===== config.mk =====
export PLATFORM = sky130hd
export DESIGN_NAME = drs_refresh_scheduler
export DESIGN_NICKNAME = d
export VERILOG_FILES = /design/src/rtl/drs_pkg.sv /design/src/rtl/drs_interval_timer.sv /design/src/rtl/drs_refresh_scheduler.sv
export SDC_FILE = /design/constraint.sdc
export NUM_CORES = 1
export LEC_CHECK = 0
export BUFFER_PORTS_ARGS = -buffer_cell sky130_fd_sc_hd__buf_2
export CAP_MARGIN = 20
export CORE_MARGIN = 4
export CORE_UTILIZATION = 25
export DETAILED_ROUTE_END_ITERATION = 12
export SLEW_MARGIN = 0
export SYNTH_ARGS = -nofsm -noshare
export SYNTH_HDL_FRONTEND = slang
export SYNTH_HIERARCHICAL = 1
export SYNTH_SLANG_ARGS = --single-unit

===== constraint.sdc =====
create_clock -name clk_in -period 6.8 [get_ports clk_in]
set_input_delay 0.34 -clock clk_in [delete_from_list [all_inputs] [get_ports clk_in]]
set_output_delay 0.34 -clock clk_in [all_outputs]
set_load 0.01 [all_outputs]

===== src/rtl/drs_pkg.sv =====
// Package of the refresh scheduler: register offset, field layout, reset value, types.
// Assumes one 48-bit control register written as a whole word with byte enables.
package drs_pkg;

  localparam logic [11:0] CTRL_OFFSET     = 12'h269;
  localparam int          CTRL_W          = 48;
  localparam logic [47:0] CTRL_RESET      = 48'h021830000c30;
  // Writable bits; reserved bits 47:42, 26 and 21:20 read as zero.
  localparam logic [47:0] CTRL_WMASK      = 48'h03fffbcfffff;

  localparam int DIRECT_QUIET_LSB   = 37;
  localparam int INDIRECT_QUIET_LSB = 32;
  localparam int COMP_WAIT_LSB      = 27;
  localparam int CNT_ENABLE_BIT     = 25;
  localparam int ALL_RANK_BIT       = 24;
  localparam int ISSUE_ENABLE_BIT   = 23;
  localparam int INIT_DONE_BIT      = 22;
  localparam int PANIC_WM_LSB       = 18;
  localparam int HIGH_WM_LSB        = 16;
  localparam int LOW_WM_LSB         = 14;
  localparam int INTERVAL_LSB       = 0;
  localparam int INTERVAL_W         = 14;
  localparam int WINDOW_W           = 5;
  localparam int WM_W               = 2;
  localparam int SPACING_W          = 9;
  localparam int PENDING_W          = 4;

  // Watermark field codes are offsets from these base levels.
  localparam logic [3:0] LOW_WM_BASE   = 4'h1;
  localparam logic [3:0] HIGH_WM_BASE  = 4'h3;
  localparam logic [3:0] PANIC_WM_BASE = 4'h5;
  localparam logic [3:0] PENDING_MAX   = 4'hf;

  typedef struct packed {
    logic [WINDOW_W-1:0]   direct_comp_quiet_window;
    logic [WINDOW_W-1:0]   indirect_comp_quiet_window;
    logic [WINDOW_W-1:0]   comp_service_wait;
    logic                  reserved_26;
    logic                  interval_counter_enable;
    logic                  all_rank_refresh_select;
    logic                  refresh_issue_enable;
    logic                  memory_init_complete;
    logic [1:0]            reserved_21_20;
    logic [WM_W-1:0]       refresh_panic_watermark;
    logic [WM_W-1:0]       refresh_high_watermark;
    logic [WM_W-1:0]       refresh_low_watermark;
    logic [INTERVAL_W-1:0] refresh_interval_count;
  } drs_cfg_s;

  typedef enum logic [2:0] {
    COMP_IDLE  = 3'b001,
    COMP_WAIT  = 3'b010,
    COMP_QUIET = 3'b100
  } drs_comp_e;

endpackage : drs_pkg


===== src/rtl/drs_interval_timer.sv =====
// Refresh interval timer: emits a one-cycle tick every terminal count plus one clocks.
// Assumes the terminal count is stable while running; a smaller value takes effect at once.
`timescale 1ns/1ps
module drs_interval_timer #(
  parameter int W = 14
) (
  // Clock and reset
  input  wire logic         clk_in,
  input  wire logic         rst_in,
  // Control
  input  wire logic         run_in,
  input  wire logic [W-1:0] terminal_in,
  // Tick
  output logic              tick_out
);

  logic [W-1:0] count;

  always_ff @(posedge clk_in or posedge rst_in)
  begin
    if (rst_in)
    begin
      count    <= '0;
      tick_out <= 1'b0;
    end
    else if (!run_in)
    begin
      count    <= '0;
      tick_out <= 1'b0;
    end
    else if (count >= terminal_in)
    begin
      count    <= '0;
      tick_out <= 1'b1;
    end
    else
    begin
      count    <= count + 1'b1;
      tick_out <= 1'b0;
    end
  end

endmodule : drs_interval_timer


===== src/rtl/drs_refresh_scheduler.sv =====
// Refresh scheduler of one DRAM channel: control register, pending count, watermark
// requests, rank sequencing, same-rank spacing and compensation wait windows.
// Assumes the scheduler pulses refresh_done_in only while a request is shown.
//
// Operation
// Interval counter wraps at 14-bit timeout field.
// Software loads timeout per memory clock rate.
// Pending above low watermark requests, low flag.
// Pending above high watermark requests, high flag.
// Pending above panic watermark requests, panic flag.
// Issue enable runs counter and issues refreshes.
// Counter enable alone accumulates without issuing.
// Both disabled: no issue, no accumulation.
// All-rank staggered default, else independent ranks.
// Read/write init-complete bit, reset zero.
// Per-rank mode waits ticks before compensation.
// Same-rank refreshes spaced by programmed clocks.
// Count up per tick, down per refresh.
`timescale 1ns/1ps
module drs_refresh_scheduler #(
  parameter int NUM_RANKS = 2,
  parameter int RANK_W    = 1
) (
  // Clock and reset
  input  wire logic                          clk_in,
  input  wire logic                          rst_in,
  // Register port
  input  wire logic                          reg_wr_in,
  input  wire logic [5:0]                    reg_be_in,
  input  wire logic [drs_pkg::CTRL_W-1:0]    reg_wdata_in,
  output logic      [drs_pkg::CTRL_W-1:0]    reg_rdata_out,
  // Spacing from the cycle tracker
  input  wire logic [drs_pkg::SPACING_W-1:0] spacing_in,
  // Scheduler refresh handshake
  output logic                               refresh_req_out,
  output logic                               refresh_all_out,
  output logic      [RANK_W-1:0]             refresh_rank_out,
  output logic                               urgency_low_out,
  output logic                               urgency_high_out,
  output logic                               urgency_panic_out,
  input  wire logic                          refresh_done_in,
  // Compensation handshake
  input  wire logic                          comp_req_in,
  input  wire logic                          comp_direct_in,
  output logic                               comp_grant_out,
  // Status
  output logic      [drs_pkg::PENDING_W-1:0] pending_out,
  output logic                               init_done_out
);

  logic [drs_pkg::CTRL_W-1:0]    ctrl;
  drs_pkg::drs_cfg_s             cfg;
  logic                          tick;
  logic                          counter_run;
  logic [drs_pkg::PENDING_W-1:0] pending;
  logic [drs_pkg::SPACING_W-1:0] spacing_left [NUM_RANKS];
  logic [RANK_W-1:0]             rank_ptr;
  logic [NUM_RANKS-1:0]          rank_ready;
  logic                          spacing_ok;
  logic [3:0]                    low_level;
  logic [3:0]                    high_level;
  logic [3:0]                    panic_level;
  logic                          refresh_taken;
  logic                          sweep_done;
  drs_pkg::drs_comp_e            comp_state;
  logic [drs_pkg::WINDOW_W-1:0]  comp_count;
  logic                          quiet;

  function automatic logic [3:0] wm_level(input logic [3:0] base, input logic [1:0] code);
    wm_level = base + {2'b00, code};
  endfunction : wm_level

  assign cfg = drs_pkg::drs_cfg_s'(ctrl[41:0]);

  // Byte-enabled writes; read-only bits keep their zero value.
  always_ff @(posedge clk_in or posedge rst_in)
  begin
    if (rst_in)
      ctrl <= drs_pkg::CTRL_RESET;
    else if (reg_wr_in)
    begin
      for (int b = 0; b < 6; b++)
        if (reg_be_in[b])
          ctrl[b*8 +: 8] <= reg_wdata_in[b*8 +: 8] & drs_pkg::CTRL_WMASK[b*8 +: 8];
    end
  end

  assign reg_rdata_out = ctrl;
  assign init_done_out = cfg.memory_init_complete;

  assign counter_run = cfg.refresh_issue_enable | cfg.interval_counter_enable;

  drs_interval_timer #(
    .W           (drs_pkg::INTERVAL_W)
  ) u_timer (
    .clk_in      (clk_in),
    .rst_in      (rst_in),
    .run_in      (counter_run),
    .terminal_in (cfg.refresh_interval_count),
    .tick_out    (tick)
  );

  assign low_level   = wm_level(drs_pkg::LOW_WM_BASE, cfg.refresh_low_watermark);
  assign high_level  = wm_level(drs_pkg::HIGH_WM_BASE, cfg.refresh_high_watermark);
  assign panic_level = wm_level(drs_pkg::PANIC_WM_BASE, cfg.refresh_panic_watermark);

  always_comb
  begin
    for (int r = 0; r < NUM_RANKS; r++)
      rank_ready[r] = (spacing_left[r] == '0);
  end

  // All-rank mode waits for every rank to be clear of spacing so the sweep stays atomic.
  assign spacing_ok = cfg.all_rank_refresh_select ? rank_ready[rank_ptr] : &rank_ready;

  assign urgency_low_out   = pending > low_level;
  assign urgency_high_out  = pending > high_level;
  assign urgency_panic_out = pending > panic_level;
  // A quiet window holds back routine refreshes, never a panic.
  assign refresh_req_out   = cfg.refresh_issue_enable & spacing_ok
                             & (urgency_panic_out | (urgency_low_out & !quiet));
  assign refresh_all_out   = !cfg.all_rank_refresh_select;
  assign refresh_rank_out  = rank_ptr;
  assign refresh_taken     = refresh_req_out & refresh_done_in;
  assign sweep_done        = refresh_taken
                             & (!cfg.all_rank_refresh_select || rank_ptr == RANK_W'(NUM_RANKS - 1));
  assign pending_out       = pending;

  always_ff @(posedge clk_in or posedge rst_in)
  begin
    if (rst_in)
      rank_ptr <= '0;
    else if (!cfg.all_rank_refresh_select)
      rank_ptr <= '0;
    else if (refresh_taken)
      rank_ptr <= (rank_ptr == RANK_W'(NUM_RANKS - 1)) ? '0 : rank_ptr + 1'b1;
  end

  always_ff @(posedge clk_in or posedge rst_in)
  begin
    if (rst_in)
      for (int r = 0; r < NUM_RANKS; r++)
        spacing_left[r] <= '0;
    else
      for (int r = 0; r < NUM_RANKS; r++)
        if (refresh_taken && (!cfg.all_rank_refresh_select || rank_ptr == RANK_W'(r)))
          spacing_left[r] <= (spacing_in == '0) ? '0 : spacing_in - 1'b1;
        else if (spacing_left[r] != '0)
          spacing_left[r] <= spacing_left[r] - 1'b1;
  end

  // A tick and a completed sweep in the same cycle cancel out.
  always_ff @(posedge clk_in or posedge rst_in)
  begin
    if (rst_in)
      pending <= '0;
    else if (tick && counter_run && !sweep_done)
    begin
      if (pending != drs_pkg::PENDING_MAX)
        pending <= pending + 1'b1;
    end
    else if (sweep_done && !(tick && counter_run) && pending != '0)
      pending <= pending - 1'b1;
  end

  always_ff @(posedge clk_in or posedge rst_in)
  begin
    if (rst_in)
    begin
      comp_state     <= drs_pkg::COMP_IDLE;
      comp_count     <= '0;
      comp_grant_out <= 1'b0;
    end
    else
    begin
      comp_grant_out <= 1'b0;
      case (comp_state)
        drs_pkg::COMP_IDLE:
          if (comp_req_in)
          begin
            if (!cfg.all_rank_refresh_select)
              comp_grant_out <= 1'b1;
            else if (cfg.comp_service_wait == '0)
            begin
              comp_grant_out <= 1'b1;
              comp_count     <= comp_direct_in ? cfg.direct_comp_quiet_window : cfg.indirect_comp_quiet_window;
              comp_state     <= drs_pkg::COMP_QUIET;
            end
            else
            begin
              comp_count <= cfg.comp_service_wait;
              comp_state <= drs_pkg::COMP_WAIT;
              // Direct versus indirect is not stored; comp_direct_in is sampled again when the wait ends.
            end
          end
        drs_pkg::COMP_WAIT:
          if (tick)
          begin
            if (comp_count == 5'h01)
            begin
              comp_grant_out <= 1'b1;
              comp_count     <= comp_direct_in ? cfg.direct_comp_quiet_window : cfg.indirect_comp_quiet_window;
              comp_state     <= drs_pkg::COMP_QUIET;
            end
            else
              comp_count <= comp_count - 1'b1;
          end
        drs_pkg::COMP_QUIET:
          if (comp_count == '0)
            comp_state <= drs_pkg::COMP_IDLE;
          else if (tick)
            comp_count <= comp_count - 1'b1;
        default:
          comp_state <= drs_pkg::COMP_IDLE;
      endcase
    end
  end

  assign quiet = (comp_state == drs_pkg::COMP_QUIET);

  property p_req_needs_issue;
    @(posedge clk_in) disable iff (rst_in)
    refresh_req_out |-> cfg.refresh_issue_enable;
  endproperty
  a_req_needs_issue: assert property (p_req_needs_issue) else $error("Refresh requested while issue disabled.");

  property p_no_accumulate;
    @(posedge clk_in) disable iff (rst_in)
    (!cfg.refresh_issue_enable && !cfg.interval_counter_enable) [*2] |=> $stable(pending);
  endproperty
  a_no_accumulate: assert property (p_no_accumulate) else $error("Pending count moved while fully disabled.");

  property p_low_request;
    @(posedge clk_in) disable iff (rst_in)
    (cfg.refresh_issue_enable && pending > low_level && spacing_ok && !quiet) |-> refresh_req_out && urgency_low_out;
  endproperty
  a_low_request: assert property (p_low_request) else $error("Low watermark request missing.");

  property p_high_flag;
    @(posedge clk_in) disable iff (rst_in)
    // Software may set the low level above the high one; only then can low lag high.
    (urgency_high_out && low_level <= high_level) |-> urgency_low_out && pending >= high_level + 4'h1;
  endproperty
  a_high_flag: assert property (p_high_flag) else $error("High flag without pending above high level.");

  property p_panic_request;
    @(posedge clk_in) disable iff (rst_in)
    (cfg.refresh_issue_enable && pending > panic_level && spacing_ok) |-> refresh_req_out && urgency_panic_out;
  endproperty
  a_panic_request: assert property (p_panic_request) else $error("Panic request missing.");

  property p_spacing;
    @(posedge clk_in) disable iff (rst_in)
    (refresh_taken && !cfg.all_rank_refresh_select && spacing_in > 9'h002) |=> !refresh_req_out [*2];
  endproperty
  a_spacing: assert property (p_spacing) else $error("Refresh issued inside same-rank spacing.");

  property p_tick_counts;
    @(posedge clk_in) disable iff (rst_in)
    (tick && counter_run && !sweep_done && pending < drs_pkg::PENDING_MAX) |=> pending == $past(pending) + 4'h1;
  endproperty
  a_tick_counts: assert property (p_tick_counts) else $error("Interval tick not accumulated.");

  property p_run_when_issuing;
    @(posedge clk_in) disable iff (rst_in)
    (cfg.refresh_issue_enable && cfg.refresh_interval_count == 14'h0003) [*5]
      |-> tick || $past(tick) || $past(tick, 2) || $past(tick, 3);
  endproperty
  a_run_when_issuing: assert property (p_run_when_issuing) else $error("Interval counter stalled while issuing.");

  property p_comp_wait;
    @(posedge clk_in) disable iff (rst_in)
    (comp_state == drs_pkg::COMP_IDLE && comp_req_in && cfg.all_rank_refresh_select
     && cfg.comp_service_wait != '0) |=> !comp_grant_out && comp_state == drs_pkg::COMP_WAIT;
  endproperty
  a_comp_wait: assert property (p_comp_wait) else $error("Compensation granted without wait.");

  property p_all_rank;
    @(posedge clk_in) disable iff (rst_in)
    !cfg.all_rank_refresh_select |-> refresh_all_out && rank_ptr == '0;
  endproperty
  a_all_rank: assert property (p_all_rank) else $error("All-rank mode not signalled.");

endmodule : drs_refresh_scheduler


==> metrics <==
sequential share of power=0.404; pin slew with the least headroom to its limit=1.04 ns; skew final=0.00654 ns; # nets final=751; fraction of layout cells with a size suffix above 1=0.296; number of flops mapped to enable cells by yosys=0; placed cell area=6050 µm²; Fill cells=2,174; fraction of the cycle the final worst path needs=0.551; critical-path cell with the highest stage delay=sky130_fd_sc_hd__or4_4; Sinks on Clock Net=86; width of the die=153 µm; # placed instances=902; beginning of the worst register-to-register path=reg_rdata_out[14]; Crit path largest cell delay=0.68 ns; count of buffering cells on the critical path with inverters included=1; number of buffers inserted by post-CTS setup repair=0; cells after synthesis=529; antenna violations before repair=1; Buffers on Ports=110; static leakage=0.00298 µW; maximum level of the CTS H-tree=3; final non-filler cell total=919; async set or reset register ratio after synthesis=1.00; result of the run=finished clean; clock buffer count from CTS=9; routability congestion estimate from global placement=0.809; vias in the first global route=4,311; final HPWL from detailed placement=10,200 µm; most common flop cell mapped by yosys=sky130_fd_sc_hd__dfrtp_1; leading cell type by number of instances after synthesis=sky130_fd_sc_hd__dfrtp_1; Cell Rows=52; clock-pin slew on the worst setup and hold paths=0.06 ns; Antenna Nets Post-Route=0; # resized after CTS=0; sum of routed wire length over all layers=13,300 µm; detailed-router iteration count before antenna repair=4; unrepaired setup endpoints after global routing=no; worst min-delay path class=in2async; type of origin of the critical path=register; final number of max-transition violations=0; Combinational Power Share=0.252; commonest cells in the synthesized netlist=sky130_fd_sc_hd__dfrtp_1 (76), sky130_fd_sc_hd__mux2_2 (45), sky130_fd_sc_hd__inv_1 (44); required arrival time at the worst endpoint=7.07 ns; endpoint kind of the worst setup timing path=register; total net switching power=523 µW; largest area contributor in the synthesized netlist=sky130_fd_sc_hd__dfrtp_1; final worst hold slack=0.0477 ns; count of final hold-check violations=0; remaining max-slew budget at the tightest pin=0.310; origin of the worst setup path=reg_rdata_out[14]; critical path fanouts, max=11; Synth cell types=62; number of register bits inferred by synthesis=86; TritonCTS clock tree=done; post-layout min period=3.75 ns; CP Cell Sequence=ha_1 -> inv_1 -> ha_1 -> nand3_1 -> a21oi_1 -> o32a_1 -> or4_4 -> nand2_1 -> ha_1 -> a21oi_1 -> nor2b_1 -> or4_1 -> mux2i_1 -> xor2_1; top-level I/O count=129; per-cell routed wire length=14.5 µm; CTS hold repair buffers=0; total of max-cap violations=0; post-synth design cell area=5230 µm²; final instance area=6400 µm²; Fmax=267 MHz; die outline area=23,300 µm²; TNS Setup=0 ns; Overall Power=1660 µW; vias per std cell=4.69; final number of setup-violating endpoints=0; leading cell types by total area after synthesis=sky130_fd_sc_hd__dfrtp_1 (36%), sky130_fd_sc_hd__mux2_2 (9.7%), sky130_fd_sc_hd__ha_1 (8.9%); antenna diode count=0; maximum number of pins on one net before global-route repair=47; yosys synthesis warning count=6; leftover overflow at the end of global routing=0; clock share of power=0.344; total routing usage reported by global routing=0.116; library cell appearing most often on the critical path=sky130_fd_sc_hd__ha_1; number of DRC markers after the initial detailed-route iteration=175; top-area cell type share of the netlist area=0.364; CTS root buffer=sky130_fd_sc_hd__clkbuf_16; Power per Cell Area=260 nW/µm²; Sw Share=0.314; cell family with most CP delay=simple AND/OR/NAND/NOR gates; Max VDD drop=0.119 mV; global-route wire length before repair=22,300 µm; Post-Syn Area per Cell=9.89 µm²; total via count after detailed routing=4,312; placeable core region=20,400 µm²; Setup CP Type=reg2reg; Starting Density=0.256; detailed-route DRC error count=0; data arrival time of the critical path=4.02 ns; Clk Latency, worst-skew pair=0.35 ns; number of buffers between clock root and the deepest sink=2; share of the yosys chip area belonging to registers=0.414; Area growth syn-to-layout=22.3%; internal power=1140 µW; height of the die=153 µm
worst paths after layout:
check                      cells after the start                 to  slack, ns
setup / recovery                              14     pending_out[3]       3.05
hold / removal                                 2  reg_rdata_out[14]       0.05
setup reg to reg                              14     pending_out[3]       3.05
hold reg to reg                                1  reg_rdata_out[22]       0.53
max in group asynchronous                      3    spacing_left[4]       5.70
min in group clk_in                            2  reg_rdata_out[17]       0.22
flip-flops by register name, summed over array words and instances, names as in the netlist:
signal,cells
u_timer/tick_out,1
comp_state,3
comp_count,5
spacing_left,18
comp_grant_out,1
u_timer/count,14
reg_rdata_out,39
pending_out,4
refresh_rank_out,1
power groups by stage:
| stage | Clock (µW) | Combinational (µW) | Sequential [µW] |
|---|---|---|---|
| 2_1_floorplan | 0 | 278 | 672 |
| 3_3_place_gp | 0 | 415 | 679 |
| 3_5_place_dp | 0 | 424 | 682 |
| 4_1_cts | 592 | 427 | 673 |
| 5_1_grt | 613 | 483 | 686 |
| 6_report | 572 | 419 | 671 |
cell type report:
cell class / instances / area [µm²] / share of cell area
multi-input cells: 390 / 2820 / 0.441
flip-flops and latches: 86 / 2160 / 0.338
repair buffers: 113 / 573 / 0.0896
well taps: 270 / 338 / 0.0528
clock buffers: 12 / 236 / 0.0370
inverters: 44 / 165 / 0.0258
clock inverters: 4 / 97.6 / 0.0153
metrics by stage:
step / setup WS, ns / utilization
2_1_floorplan: 3.28 / -
3_5_place_dp: 3.07 / 0.296
3_3_place_gp: 3.11 / 0.296
6_report: 3.05 / 0.313
5_1_grt: 2.82 / 0.313
4_1_cts: 3.05 / 0.313
metal layers:
layer,global-route usage,part of all wire
met5,0,0.00098
met4,0.0259,0.010
met3,0.0341,0.050
met2,0.187,0.47
met1,0.156,0.47
logic make-up (layout without fill, tap and decap cells):
kind of cell,after synthesis,in the layout,synth area share
compound gates,91,91,0.114
xor+xnor,27,27,0.0452
fa+ha+maj,38,38,0.0923
buf+inv,61,173,0.0524
flops,86,86,0.414
mux,47,47,0.101
other cells,1,9,0.000717
simple gates,178,178,0.180
worst register-to-register path, stage by stage (launching register included):
cell and delay (ns):
sky130_fd_sc_hd__dfrtp_1 0.44, sky130_fd_sc_hd__ha_1 0.31, sky130_fd_sc_hd__inv_1 0.04, sky130_fd_sc_hd__ha_1 0.28
sky130_fd_sc_hd__nand3_1 0.08, sky130_fd_sc_hd__a21oi_1 0.08, sky130_fd_sc_hd__o32a_1 0.43, sky130_fd_sc_hd__or4_4 0.68
sky130_fd_sc_hd__nand2_1 0.18, sky130_fd_sc_hd__ha_1 0.24, sky130_fd_sc_hd__a21oi_1 0.14, sky130_fd_sc_hd__nor2b_1 0.07
sky130_fd_sc_hd__or4_1 0.39, sky130_fd_sc_hd__mux2i_1 0.16, sky130_fd_sc_hd__xor2_1 0.15
placed cells by master, fill, tap and decap left out, drive strengths merged, types with 5 or more instances in the layout:
cell and n:
buf 113, dfrtp 76, mux2 45, inv 44
nor2 40, ha 37, nand2 35, o21ai 26
a21oi 23, nand3 20, nor4 19, xor2 14
xnor2 13, nor3 13, clkbuf 12, dfstp 10
conb 9, and4 6, o31ai 6, or4 6
nor4b 5, nand2b 5, a21o 5, a31oi 5
or2 5
(Power assumes the default switching activity.)
